File: src/hw/psr_mul_map.svh
`ifndef PSR_MUL_MAP_SVH
`define PSR_MUL_MAP_SVH

// ****************************************************************
// Register byte offsets
// ****************************************************************
`define REG_INSTR        6'h00
`define REG_OP_FIRST     6'h04
`define REG_OP_MULT      6'h08
`define REG_OP_ACC       6'h0C
`define REG_CUR_STATUS   6'h10
`define REG_SAVED_STATUS 6'h14
`define REG_RESULT       6'h18
`define REG_EXEC_STATE   6'h1C

// ****************************************************************
// Status word layout
// ****************************************************************
`define PSR_DEFINED_MASK 32'hF00000FF
`define PSR_FLAGS_MASK   32'hF0000000
`define PSR_N            31
`define PSR_Z            30
`define PSR_C            29
`define PSR_V            28
`define PSR_RESET        32'h000000D3

// ****************************************************************
// Processor modes
// ****************************************************************
`define MODE_USR 5'h10
`define MODE_FAST 5'h11
`define MODE_IRQ 5'h12
`define MODE_SVC 5'h13
`define MODE_ABT 5'h17
`define MODE_UND 5'h1B
`define SAVED_BANKS 5
`define BANK_NONE 3'h7

// ****************************************************************
// Instruction encodings
// ****************************************************************
`define ENC_PSR_CLASS  5'h02
`define ENC_READ_MID   6'h0F
`define ENC_WRITE_ALL  10'h29F
`define ENC_WRITE_FLG  10'h28F
`define ENC_MUL_CLASS  6'h00
`define ENC_MUL_NIB    4'h9

// ****************************************************************
// Exec state register fields
// ****************************************************************
`define ST_DONE_BIT   0
`define ST_BUSY_BIT   1
`define ST_WROTE_BIT  2
`define ST_PASS_BIT   3

`define AXI_OKAY   2'h0
`define AXI_SLVERR 2'h2

`endif

File: src/hw/psr_mul_pkg.sv
package psr_mul_pkg;

	typedef enum logic [2:0] {
		ST_IDLE,
		ST_ISSUE,
		ST_ARRAY,
		ST_ACCUM,
		ST_FINISH
	} exec_state_e;

	typedef enum logic [2:0] {
		K_NONE,
		K_READ,
		K_WRITE_ALL,
		K_WRITE_FLG,
		K_MUL
	} instr_kind_e;

endpackage

File: src/hw/psr_transfer_multiply_exec.sv
`timescale 1ns/1ps
`include "psr_mul_map.svh"
// Functional notes
// - Skip instruction when condition fails
// - Status transfers decoded from compare space
// - Status read copies current or saved word
// - Flag write touches only bits 31:28
// - Operand bits 31..28 map to N,Z,C,V
// - User mode blocks control bit writes
// - Privileged full write replaces whole word
// - Saved word chosen by current mode
// - Only twelve status bits are defined
// - Status transfer takes one cycle
// - Multiply steps eight multiplier bits per cycle
// - Plain multiply ignores accumulate register
// - Accumulate form adds accumulate register
// - Only low 32 product bits returned
// - Flag update sets N and Z
// - Multiply leaves C unspecified, V unchanged
// - Multiply costs m+1, accumulate m+2 cycles
// - Early termination on sign-extended multiplier
// - Other register aliasing still gives correct results
module psr_transfer_multiply_exec #(
	parameter int ADDR_W = 6
) (
	input  wire logic              aclk,
	input  wire logic              aresetn,
	input  wire logic [ADDR_W-1:0] s_axi_awaddr,
	input  wire logic              s_axi_awvalid,
	output logic                   s_axi_awready,
	input  wire logic [31:0]       s_axi_wdata,
	input  wire logic [3:0]        s_axi_wstrb,
	input  wire logic              s_axi_wvalid,
	output logic                   s_axi_wready,
	output logic [1:0]             s_axi_bresp,
	output logic                   s_axi_bvalid,
	input  wire logic              s_axi_bready,
	input  wire logic [ADDR_W-1:0] s_axi_araddr,
	input  wire logic              s_axi_arvalid,
	output logic                   s_axi_arready,
	output logic [31:0]            s_axi_rdata,
	output logic [1:0]             s_axi_rresp,
	output logic                   s_axi_rvalid,
	input  wire logic              s_axi_rready
);

	// ****************************************************************
	// Declarations
	// ****************************************************************
	psr_mul_pkg::exec_state_e state;
	psr_mul_pkg::instr_kind_e kind;
	logic [ADDR_W-1:0] aw_addr;
	logic              aw_held;
	logic [31:0]       w_data;
	logic [3:0]        w_strb;
	logic              w_held;
	logic              wr_fire;
	logic              wr_known;
	logic [31:0]       instr;
	logic [31:0]       op_first;
	logic [31:0]       op_mult;
	logic [31:0]       op_acc;
	logic [31:0]       cur_status;
	logic [31:0]       saved_bank [`SAVED_BANKS];
	logic [31:0]       saved_sel;
	logic [2:0]        bank;
	logic [31:0]       result;
	logic [31:0]       prod;
	logic [1:0]        step;
	logic [2:0]        m_count;
	logic [2:0]        m_calc;
	logic              ext_ones;
	logic [3:0]        cycle_cnt;
	logic [3:0]        exec_cycles;
	logic              done;
	logic              wrote_dest;
	logic              cond_pass;
	logic              cond_ok;
	logic              start;
	logic [31:0]       imm_val;
	logic [63:0]       imm_rot;
	logic [31:0]       msr_src;
	logic [31:0]       partial;
	logic [31:0]       rd_mux;
	logic              rd_known;

	// ****************************************************************
	// Helpers
	// ****************************************************************
	function automatic logic [31:0] merge(input logic [31:0] old, input logic [31:0] d,
			input logic [3:0] be);
		logic [31:0] r;
		r = old;
		for (int i = 0; i < 4; i++) begin
			if (be[i]) begin
				r[8*i +: 8] = d[8*i +: 8];
			end
		end
		return r;
	endfunction

	function automatic logic cond_eval(input logic [3:0] c, input logic [3:0] f);
		logic n, z, cy, v, r;
		n = f[3];
		z = f[2];
		cy = f[1];
		v = f[0];
		case (c[3:1])
			3'h0: r = z;
			3'h1: r = cy;
			3'h2: r = n;
			3'h3: r = v;
			3'h4: r = cy & ~z;
			3'h5: r = (n == v);
			3'h6: r = ~z & (n == v);
			default: r = 1'b1;
		endcase
		if (c == 4'hF) begin
			return 1'b0;
		end
		return (c == 4'hE) ? 1'b1 : (r ^ c[0]);
	endfunction

	function automatic logic [2:0] bank_of(input logic [4:0] md);
		case (md)
			`MODE_FAST: return 3'h0;
			`MODE_IRQ: return 3'h1;
			`MODE_SVC: return 3'h2;
			`MODE_ABT: return 3'h3;
			`MODE_UND: return 3'h4;
			default: return `BANK_NONE;
		endcase
	endfunction

	// ****************************************************************
	// Decode
	// ****************************************************************
	always_comb begin
		kind = psr_mul_pkg::K_NONE;
		if (instr[27:23] == `ENC_PSR_CLASS && !instr[20]) begin
			if (instr[21:16] == `ENC_READ_MID && instr[11:0] == 12'h000) begin
				kind = psr_mul_pkg::K_READ;
			end else if (instr[21:12] == `ENC_WRITE_ALL && instr[11:4] == 8'h00) begin
				kind = psr_mul_pkg::K_WRITE_ALL;
			end
		end
		if (instr[27:26] == 2'b00 && instr[24:23] == 2'b10 && instr[21:12] == `ENC_WRITE_FLG) begin
			kind = psr_mul_pkg::K_WRITE_FLG;
		end
		if (instr[27:22] == `ENC_MUL_CLASS && instr[7:4] == `ENC_MUL_NIB) begin
			kind = psr_mul_pkg::K_MUL;
		end
	end

	assign cond_ok = cond_eval(instr[31:28], cur_status[31:28]);
	assign bank = bank_of(cur_status[4:0]);
	assign saved_sel = (bank == `BANK_NONE) ? 32'h00000000 : saved_bank[bank];
	assign imm_val = {24'h000000, instr[7:0]};
	assign imm_rot = {imm_val, imm_val} >> {instr[11:8], 1'b0};
	assign msr_src = (instr[25] && kind == psr_mul_pkg::K_WRITE_FLG) ? imm_rot[31:0] : op_first;

	// Early termination width
	always_comb begin
		if (&op_mult[31:8] || ~|op_mult[31:8]) begin
			m_calc = 3'h1;
		end else if (&op_mult[31:16] || ~|op_mult[31:16]) begin
			m_calc = 3'h2;
		end else if (&op_mult[31:24] || ~|op_mult[31:24]) begin
			m_calc = 3'h3;
		end else begin
			m_calc = 3'h4;
		end
	end

	// ****************************************************************
	// AXI4-Lite write channel
	// ****************************************************************
	assign wr_fire = aw_held && w_held && !s_axi_bvalid;
	assign start = wr_fire && aw_addr[5:2] == `REG_INSTR >> 2 && state == psr_mul_pkg::ST_IDLE;
	assign wr_known = aw_addr[ADDR_W-1:2] <= (`REG_EXEC_STATE >> 2);

	always_ff @(posedge aclk) begin
		if (!aresetn) begin
			s_axi_awready <= 1'b0;
			s_axi_wready <= 1'b0;
			aw_held <= 1'b0;
			w_held <= 1'b0;
			aw_addr <= '0;
			w_data <= 32'h00000000;
			w_strb <= 4'h0;
			s_axi_bvalid <= 1'b0;
			s_axi_bresp <= `AXI_OKAY;
		end else begin
			if (s_axi_awvalid && s_axi_awready) begin
				aw_addr <= s_axi_awaddr;
				aw_held <= 1'b1;
				s_axi_awready <= 1'b0;
			end else if (!aw_held && !s_axi_bvalid) begin
				s_axi_awready <= 1'b1;
			end
			if (s_axi_wvalid && s_axi_wready) begin
				w_data <= s_axi_wdata;
				w_strb <= s_axi_wstrb;
				w_held <= 1'b1;
				s_axi_wready <= 1'b0;
			end else if (!w_held && !s_axi_bvalid) begin
				s_axi_wready <= 1'b1;
			end
			if (wr_fire) begin
				aw_held <= 1'b0;
				w_held <= 1'b0;
				s_axi_bvalid <= 1'b1;
				s_axi_bresp <= wr_known ? `AXI_OKAY : `AXI_SLVERR;
			end else if (s_axi_bvalid && s_axi_bready) begin
				s_axi_bvalid <= 1'b0;
			end
		end
	end

	// Operand registers, frozen while busy
	always_ff @(posedge aclk) begin
		if (!aresetn) begin
			instr <= 32'h00000000;
			op_first <= 32'h00000000;
			op_mult <= 32'h00000000;
			op_acc <= 32'h00000000;
		end else if (wr_fire && state == psr_mul_pkg::ST_IDLE) begin
			case (aw_addr[5:0] & 6'h3C)
				`REG_INSTR: instr <= merge(instr, w_data, w_strb);
				`REG_OP_FIRST: op_first <= merge(op_first, w_data, w_strb);
				`REG_OP_MULT: op_mult <= merge(op_mult, w_data, w_strb);
				`REG_OP_ACC: op_acc <= merge(op_acc, w_data, w_strb);
				default: ;
			endcase
		end
	end

	// ****************************************************************
	// AXI4-Lite read channel
	// ****************************************************************
	always_comb begin
		rd_known = 1'b1;
		case (s_axi_araddr[5:0] & 6'h3C)
			`REG_INSTR: rd_mux = instr;
			`REG_OP_FIRST: rd_mux = op_first;
			`REG_OP_MULT: rd_mux = op_mult;
			`REG_OP_ACC: rd_mux = op_acc;
			`REG_CUR_STATUS: rd_mux = cur_status;
			`REG_SAVED_STATUS: rd_mux = saved_sel;
			`REG_RESULT: rd_mux = result;
			`REG_EXEC_STATE: rd_mux = {12'h000, exec_cycles, 1'b0, m_count, instr[15:12],
				4'h0, cond_pass, wrote_dest, state != psr_mul_pkg::ST_IDLE, done};
			default: begin
				rd_mux = 32'h00000000;
				rd_known = 1'b0;
			end
		endcase
		if (s_axi_araddr[ADDR_W-1:2] > (`REG_EXEC_STATE >> 2)) begin
			rd_mux = 32'h00000000;
			rd_known = 1'b0;
		end
	end

	always_ff @(posedge aclk) begin
		if (!aresetn) begin
			s_axi_arready <= 1'b0;
			s_axi_rvalid <= 1'b0;
			s_axi_rdata <= 32'h00000000;
			s_axi_rresp <= `AXI_OKAY;
		end else if (s_axi_arvalid && s_axi_arready) begin
			s_axi_arready <= 1'b0;
			s_axi_rvalid <= 1'b1;
			s_axi_rdata <= rd_mux;
			s_axi_rresp <= rd_known ? `AXI_OKAY : `AXI_SLVERR;
		end else begin
			if (s_axi_rvalid && s_axi_rready) begin
				s_axi_rvalid <= 1'b0;
			end
			if (!s_axi_rvalid) begin
				s_axi_arready <= 1'b1;
			end
		end
	end

	// ****************************************************************
	// Sequencer
	// ****************************************************************
	always_ff @(posedge aclk) begin
		if (!aresetn) begin
			state <= psr_mul_pkg::ST_IDLE;
			cycle_cnt <= 4'h0;
			cond_pass <= 1'b0;
		end else begin
			case (state)
				psr_mul_pkg::ST_IDLE: begin
					cycle_cnt <= 4'h0;
					if (start) begin
						state <= psr_mul_pkg::ST_ISSUE;
					end
				end
				psr_mul_pkg::ST_ISSUE: begin
					cycle_cnt <= cycle_cnt + 4'h1;
					cond_pass <= cond_ok;
					if (kind == psr_mul_pkg::K_MUL && cond_ok) begin
						state <= psr_mul_pkg::ST_ARRAY;
					end else begin
						state <= psr_mul_pkg::ST_FINISH;
					end
				end
				psr_mul_pkg::ST_ARRAY: begin
					cycle_cnt <= cycle_cnt + 4'h1;
					if ({1'b0, step} == m_count - 3'h1) begin
						state <= instr[21] ? psr_mul_pkg::ST_ACCUM : psr_mul_pkg::ST_FINISH;
					end
				end
				psr_mul_pkg::ST_ACCUM: begin
					cycle_cnt <= cycle_cnt + 4'h1;
					state <= psr_mul_pkg::ST_FINISH;
				end
				psr_mul_pkg::ST_FINISH: state <= psr_mul_pkg::ST_IDLE;
				default: state <= psr_mul_pkg::ST_IDLE;
			endcase
		end
	end

	// ****************************************************************
	// Multiplier array
	// ****************************************************************
	assign partial = op_first * {24'h000000, op_mult[{step, 3'b000} +: 8]};

	always_ff @(posedge aclk) begin
		if (!aresetn) begin
			prod <= 32'h00000000;
			step <= 2'h0;
			m_count <= 3'h0;
			ext_ones <= 1'b0;
		end else if (state == psr_mul_pkg::ST_ISSUE) begin
			prod <= 32'h00000000;
			step <= 2'h0;
			m_count <= m_calc;
			ext_ones <= op_mult[31] && m_calc != 3'h4;
		end else if (state == psr_mul_pkg::ST_ARRAY) begin
			step <= step + 2'h1;
			if ({1'b0, step} == m_count - 3'h1 && ext_ones) begin
				prod <= prod + (partial << {step, 3'b000})
					- (op_first << {m_count[1:0], 3'b000});
			end else begin
				prod <= prod + (partial << {step, 3'b000});
			end
		end else if (state == psr_mul_pkg::ST_ACCUM) begin
			prod <= prod + op_acc;
		end
	end

	// ****************************************************************
	// Result and completion
	// ****************************************************************
	always_ff @(posedge aclk) begin
		if (!aresetn) begin
			result <= 32'h00000000;
			done <= 1'b0;
			wrote_dest <= 1'b0;
			exec_cycles <= 4'h0;
		end else if (start) begin
			done <= 1'b0;
			wrote_dest <= 1'b0;
		end else if (state == psr_mul_pkg::ST_FINISH) begin
			done <= 1'b1;
			exec_cycles <= cycle_cnt;
			if (cond_pass && kind == psr_mul_pkg::K_READ) begin
				result <= instr[22] ? saved_sel : cur_status;
				wrote_dest <= 1'b1;
			end else if (cond_pass && kind == psr_mul_pkg::K_MUL) begin
				result <= prod;
				wrote_dest <= 1'b1;
			end
		end
	end

	// ****************************************************************
	// Status words
	// ****************************************************************
	always_ff @(posedge aclk) begin
		if (!aresetn) begin
			cur_status <= `PSR_RESET;
			for (int i = 0; i < `SAVED_BANKS; i++) begin
				saved_bank[i] <= 32'h00000000;
			end
		end else if (wr_fire && state == psr_mul_pkg::ST_IDLE) begin
			if ((aw_addr[5:0] & 6'h3C) == `REG_CUR_STATUS) begin
				cur_status <= merge(cur_status, w_data, w_strb) & `PSR_DEFINED_MASK;
			end else if ((aw_addr[5:0] & 6'h3C) == `REG_SAVED_STATUS && bank != `BANK_NONE) begin
				saved_bank[bank] <= merge(saved_sel, w_data, w_strb) & `PSR_DEFINED_MASK;
			end
		end else if (state == psr_mul_pkg::ST_FINISH && cond_pass) begin
			if (kind == psr_mul_pkg::K_WRITE_FLG || kind == psr_mul_pkg::K_WRITE_ALL) begin
				if (instr[22]) begin
					if (bank != `BANK_NONE) begin
						saved_bank[bank] <= (kind == psr_mul_pkg::K_WRITE_ALL) ?
							(msr_src & `PSR_DEFINED_MASK) :
							{msr_src[31:28], saved_sel[27:0]};
					end
				end else if (kind == psr_mul_pkg::K_WRITE_FLG || cur_status[4:0] == `MODE_USR) begin
					cur_status[31:28] <= msr_src[31:28];
				end else begin
					cur_status <= msr_src & `PSR_DEFINED_MASK;
				end
			end else if (kind == psr_mul_pkg::K_MUL && instr[20]) begin
				cur_status[`PSR_N] <= prod[31];
				cur_status[`PSR_Z] <= (prod == 32'h00000000);
			end
		end
	end
endmodule

File: config.mk
export PLATFORM = sky130hd
export DESIGN_NAME = psr_transfer_multiply_exec
export DESIGN_NICKNAME = d
export VERILOG_FILES = /design/src/hw/psr_mul_pkg.sv /design/src/hw/psr_transfer_multiply_exec.sv
export VERILOG_INCLUDE_DIRS = /design/src /design/src/hw
export SDC_FILE = /design/constraint.sdc
export NUM_CORES = 2
export LEC_CHECK = 0
export BUFFER_PORTS_ARGS = -buffer_cell sky130_fd_sc_hd__buf_2
export CORE_MARGIN = 5
export CORE_UTILIZATION = 47
export CTS_BUF_LIST = sky130_fd_sc_hd__clkbuf_16
export CTS_CLUSTER_DIAMETER = 120
export CTS_CLUSTER_SIZE = 30
export DETAILED_ROUTE_END_ITERATION = 10
export HOLD_SLACK_MARGIN = 0.1
export PLACE_DENSITY = 0.69
export SYNTH_ARGS = -nofsm -noshare
export SYNTH_HDL_FRONTEND = slang
export SYNTH_SLANG_ARGS = --single-unit
File: constraint.sdc
create_clock -name aclk -period 9.3 [get_ports aclk]
set_input_delay 1.395 -clock aclk [delete_from_list [all_inputs] [get_ports aclk]]
set_output_delay 1.395 -clock aclk [all_outputs]
set_load 0.02 [all_outputs]
==> flow_metrics.env <==
export IMPL_grt_max_degree=229
export IMPL_synthMuxAreaShare_pct=6.11
export IMPL_synthAdderAreaFrac_pct=14.3
export IMPL_worst_setup_path_end_kind="register"
export IMPL_p_per_area_mw_per_mm2=91.6
export IMPL_critPathMaxStageDelay_ns=0.62
export IMPL_numClockSinks=467
export IMPL_grt_overflow=0
export IMPL_root_buffer="clkbuf_16"
export IMPL_tritoncts="done"
export IMPL_crit_path_start_kind="register"
export IMPL_antenna_left=0
export IMPL_worstPathArrival_ns=9.78
export IMPL_total_power_uw=3500
export IMPL_num_vias=31300
export IMPL_rows=98
export IMPL_yosys_area_top_type="dfxtp_1"
export IMPL_drv_cap=0
export IMPL_fillCellCount=6703
export IMPL_worst_path_buf_inv=5
export IMPL_port_buffers=89
export IMPL_tightest_slew_ns=1.29
export IMPL_hp_start="exec_cycles[1]"
export IMPL_drtIter0Drc=3614
export IMPL_place_hpwl_um=88500
export IMPL_r2r_start="step[0]"
export IMPL_ys_top_cells_by_count="nand2_1, nor2_1, dfxtp_1"
export IMPL_fin_skew_ns=0.0241
export IMPL_insertion_delay_ns=0.58
export IMPL_avgSynthCellArea_um2=8.58
export IMPL_num_io_pins=96
export IMPL_synth_edf_count=162
export IMPL_die_area_mm2=0.0782
export IMPL_critPathKind="reg -> reg"
export IMPL_hold_viol_final=0
export IMPL_area_growth_pct=11.8
export IMPL_synth_cell_types=82
export IMPL_hold_ws_ns=0.469
export IMPL_setup_violations=0
export IMPL_synth_warnings=0
export IMPL_ys_seq_elements=467
export IMPL_grt_setup_unrepaired="true"
export IMPL_synth_top_family_by_area="simple AND/OR/NAND/NOR gates"
export IMPL_cts_htree_levels=1
export IMPL_critPathRequiredTime_ns=9.80
export IMPL_regArea_mm2=0.0110
export IMPL_ir_worst_vdd_uv=170
export IMPL_netlist_area_mm2=0.0342
export IMPL_die_w_um=280
export IMPL_slew_violations=0
export IMPL_wl_per_cell_um=24.1
export IMPL_crit_family="compound AO/OA/AOI/OAI gates"
export IMPL_drt_wl_total_um=122000
export IMPL_viasPerCell=6.16
export IMPL_relSlewSlack_pct=13.9
export IMPL_place_congestion=0.986
export IMPL_ys_seq_area_share_pct=32.1
export IMPL_outcome="finished clean"
export IMPL_r2r_slack_ns=0.01
export IMPL_period_needed_ns=9.29
export IMPL_first_global_vias=28900
export IMPL_synth_xor_area_share_pct=2.94
export IMPL_drc=0
export IMPL_startpoint="step[0]"
export IMPL_yosysTopAreaCellShare_pct=17.9
export IMPL_grtUsageTotal_pct=29.7
export IMPL_drive_gt1_share_pct=13.5
export IMPL_multi_input_area_mm2=0.0221
export IMPL_clock_path_buffers=3
export IMPL_initial_utilization_pct=47.6
export IMPL_synthSimpleGateAreaFrac_pct=20.6
export IMPL_nNetsFinal=4467
export IMPL_async_reset_ff_share_pct=0
export IMPL_netlist_top_cells_area="dfxtp_1, edfxtp_1, fa_1, nand2_1, ha_1"
export IMPL_slowest_stage="mux4_2"
export IMPL_p_leak_uw=0.0159
export IMPL_synth_compound_area_share_pct=18.8
export IMPL_synth_cells=3983
export IMPL_antenna_found_initial=5
export IMPL_ys_dominant_reg_cell="dfxtp_1"
export IMPL_fmax_ghz=0.108
export IMPL_layout_worst_path_cycle_share_pct=99.8
export IMPL_synth_most_common_cell="nand2_1"
export IMPL_cts_clk_slew_worst_paths_ns=0.13
export IMPL_numCtsBuffers=19
export IMPL_hp_class="reg -> reg"
export IMPL_die_y_um=280
export IMPL_critical_path_max_fanout=7
export IMPL_dr_pass1_iters=8
export IMPL_fp_coreArea_mm2=0.0719
export IMPL_grt_pass1_wl_um=181000
==> layout make-up <==
type | instances | share of cell area [%]
multi-input cells | 3066 | 57.7
diodes | 3 | 0.0196
flip-flops and latches | 467 | 28.7
clock inverters | 11 | 0.206
well taps | 950 | 3.11
inverters | 185 | 1.82
repair buffers | 377 | 7.19
clock buffers | 19 | 1.24
==> cell families (layout without fill, tap and decap cells) <==
kind of cell | count (synthesis) | in the layout
buffers and inverters | 456 | 592
AND/OR/NAND/NOR | 1486 | 1486
other | 1 | 7
adder cells (fa/ha/maj) | 296 | 296
AO/OA/AOI/OAI | 969 | 969
multiplexers | 195 | 198
XOR/XNOR | 113 | 113
flip-flops | 467 | 467
==> registers in the layout (all words and copies together) (netlist names), 2 cells and up <==
| signal | cells |
|---|---|
| s_axi_rdata | 32 |
| saved_bank | 162 |
| cur_status | 12 |
| state | 3 |
| step | 2 |
| cycle_cnt | 4 |
| op_acc | 32 |
| aw_addr | 4 |
| result | 32 |
| m_count | 3 |
| exec_cycles | 4 |
| w_strb | 4 |
| instr | 32 |
| op_mult | 32 |
| prod | 32 |
| op_first | 32 |
| w_data | 32 |
==> worst min-delay path, cell delays in order (launching register included) <==
cell and delay, ns:
dfxtp_1 0.33, nand2_1 0.05, a21oi_1 0.05
==> through the flow <==
stage / cell area (um2) / setup TNS (ns) / util (%) / instances / setup slack [ns]
2_1_floorplan: 34200 / 0 / - / 3986 / 0.182
3_3_place_gp: 36900 / -0.173 / 51.4 / 5025 / -0.144
3_5_place_dp: 36900 / -0.365 / 51.4 / 5025 / -0.214
4_1_cts: 37600 / -0.0364 / 52.3 / 5058 / -0.0364
5_1_grt: 38200 / -0.793 / 53.2 / 5075 / -0.307
6_report: 38200 / 0 / 53.2 / 5078 / 0.0148
==> per-layer routing <==
layer  track usage [%]  up-vias  wire [um]  part of all wire [%]
li1                  -    14200          -                     -
met1              41.9    14900      50000                    41
met2              44.3     1784      51300                    42
met3              4.72      368      13100                    11
met4              14.9        2       8020                   6.5
met5                 0        -         20                 0.016
==> cell usage in the layout, fill, tap and decap left out, drive strengths merged, types with 20 or more instances in the layout <==
cell	instances
inv	190
o21ai	166
mux2	28
a21oi	247
nor4	21
xor2	33
nand2b	36
o22ai	40
xnor2	79
nor3	46
a31oi	47
nand4	21
dfxtp	305
nor2	391
a21o	51
and2	158
nand3	91
o211ai	56
buf	376
o21a	25
o211a	27
a22oi	34
mux2i	159
or2	27
clkbuf	20
edfxtp	162
o221ai	25
a21boi	82
nor2b	170
fa	159
a221oi	22
ha	137
a211oi	43
nand2	473
==> timing repair <==
item	CTS	global route
pin swaps	0	46
hold buffers	0	0
endpoints found under the setup margin	5	16
cloned	1	3
buffers inserted	2	14
gates resized for setup	14	104
hold endpoints to repair	0	0
==> worst paths after layout <==
path	to	depth (start not counted)
worst max-delay path	prod[31]	41
worst min-delay path	exec_cycles[1]	2
worst max register to register	prod[31]	41
worst min register to register	exec_cycles[1]	2
==> power by group <==
part / internal (uW) / switching [uW]
clock network: 410 / 663
logic: 70.0 / 152
registers: 2160 / 48.4
total: 2640 / 864
Note: power is estimated with default switching activity, not from simulation.
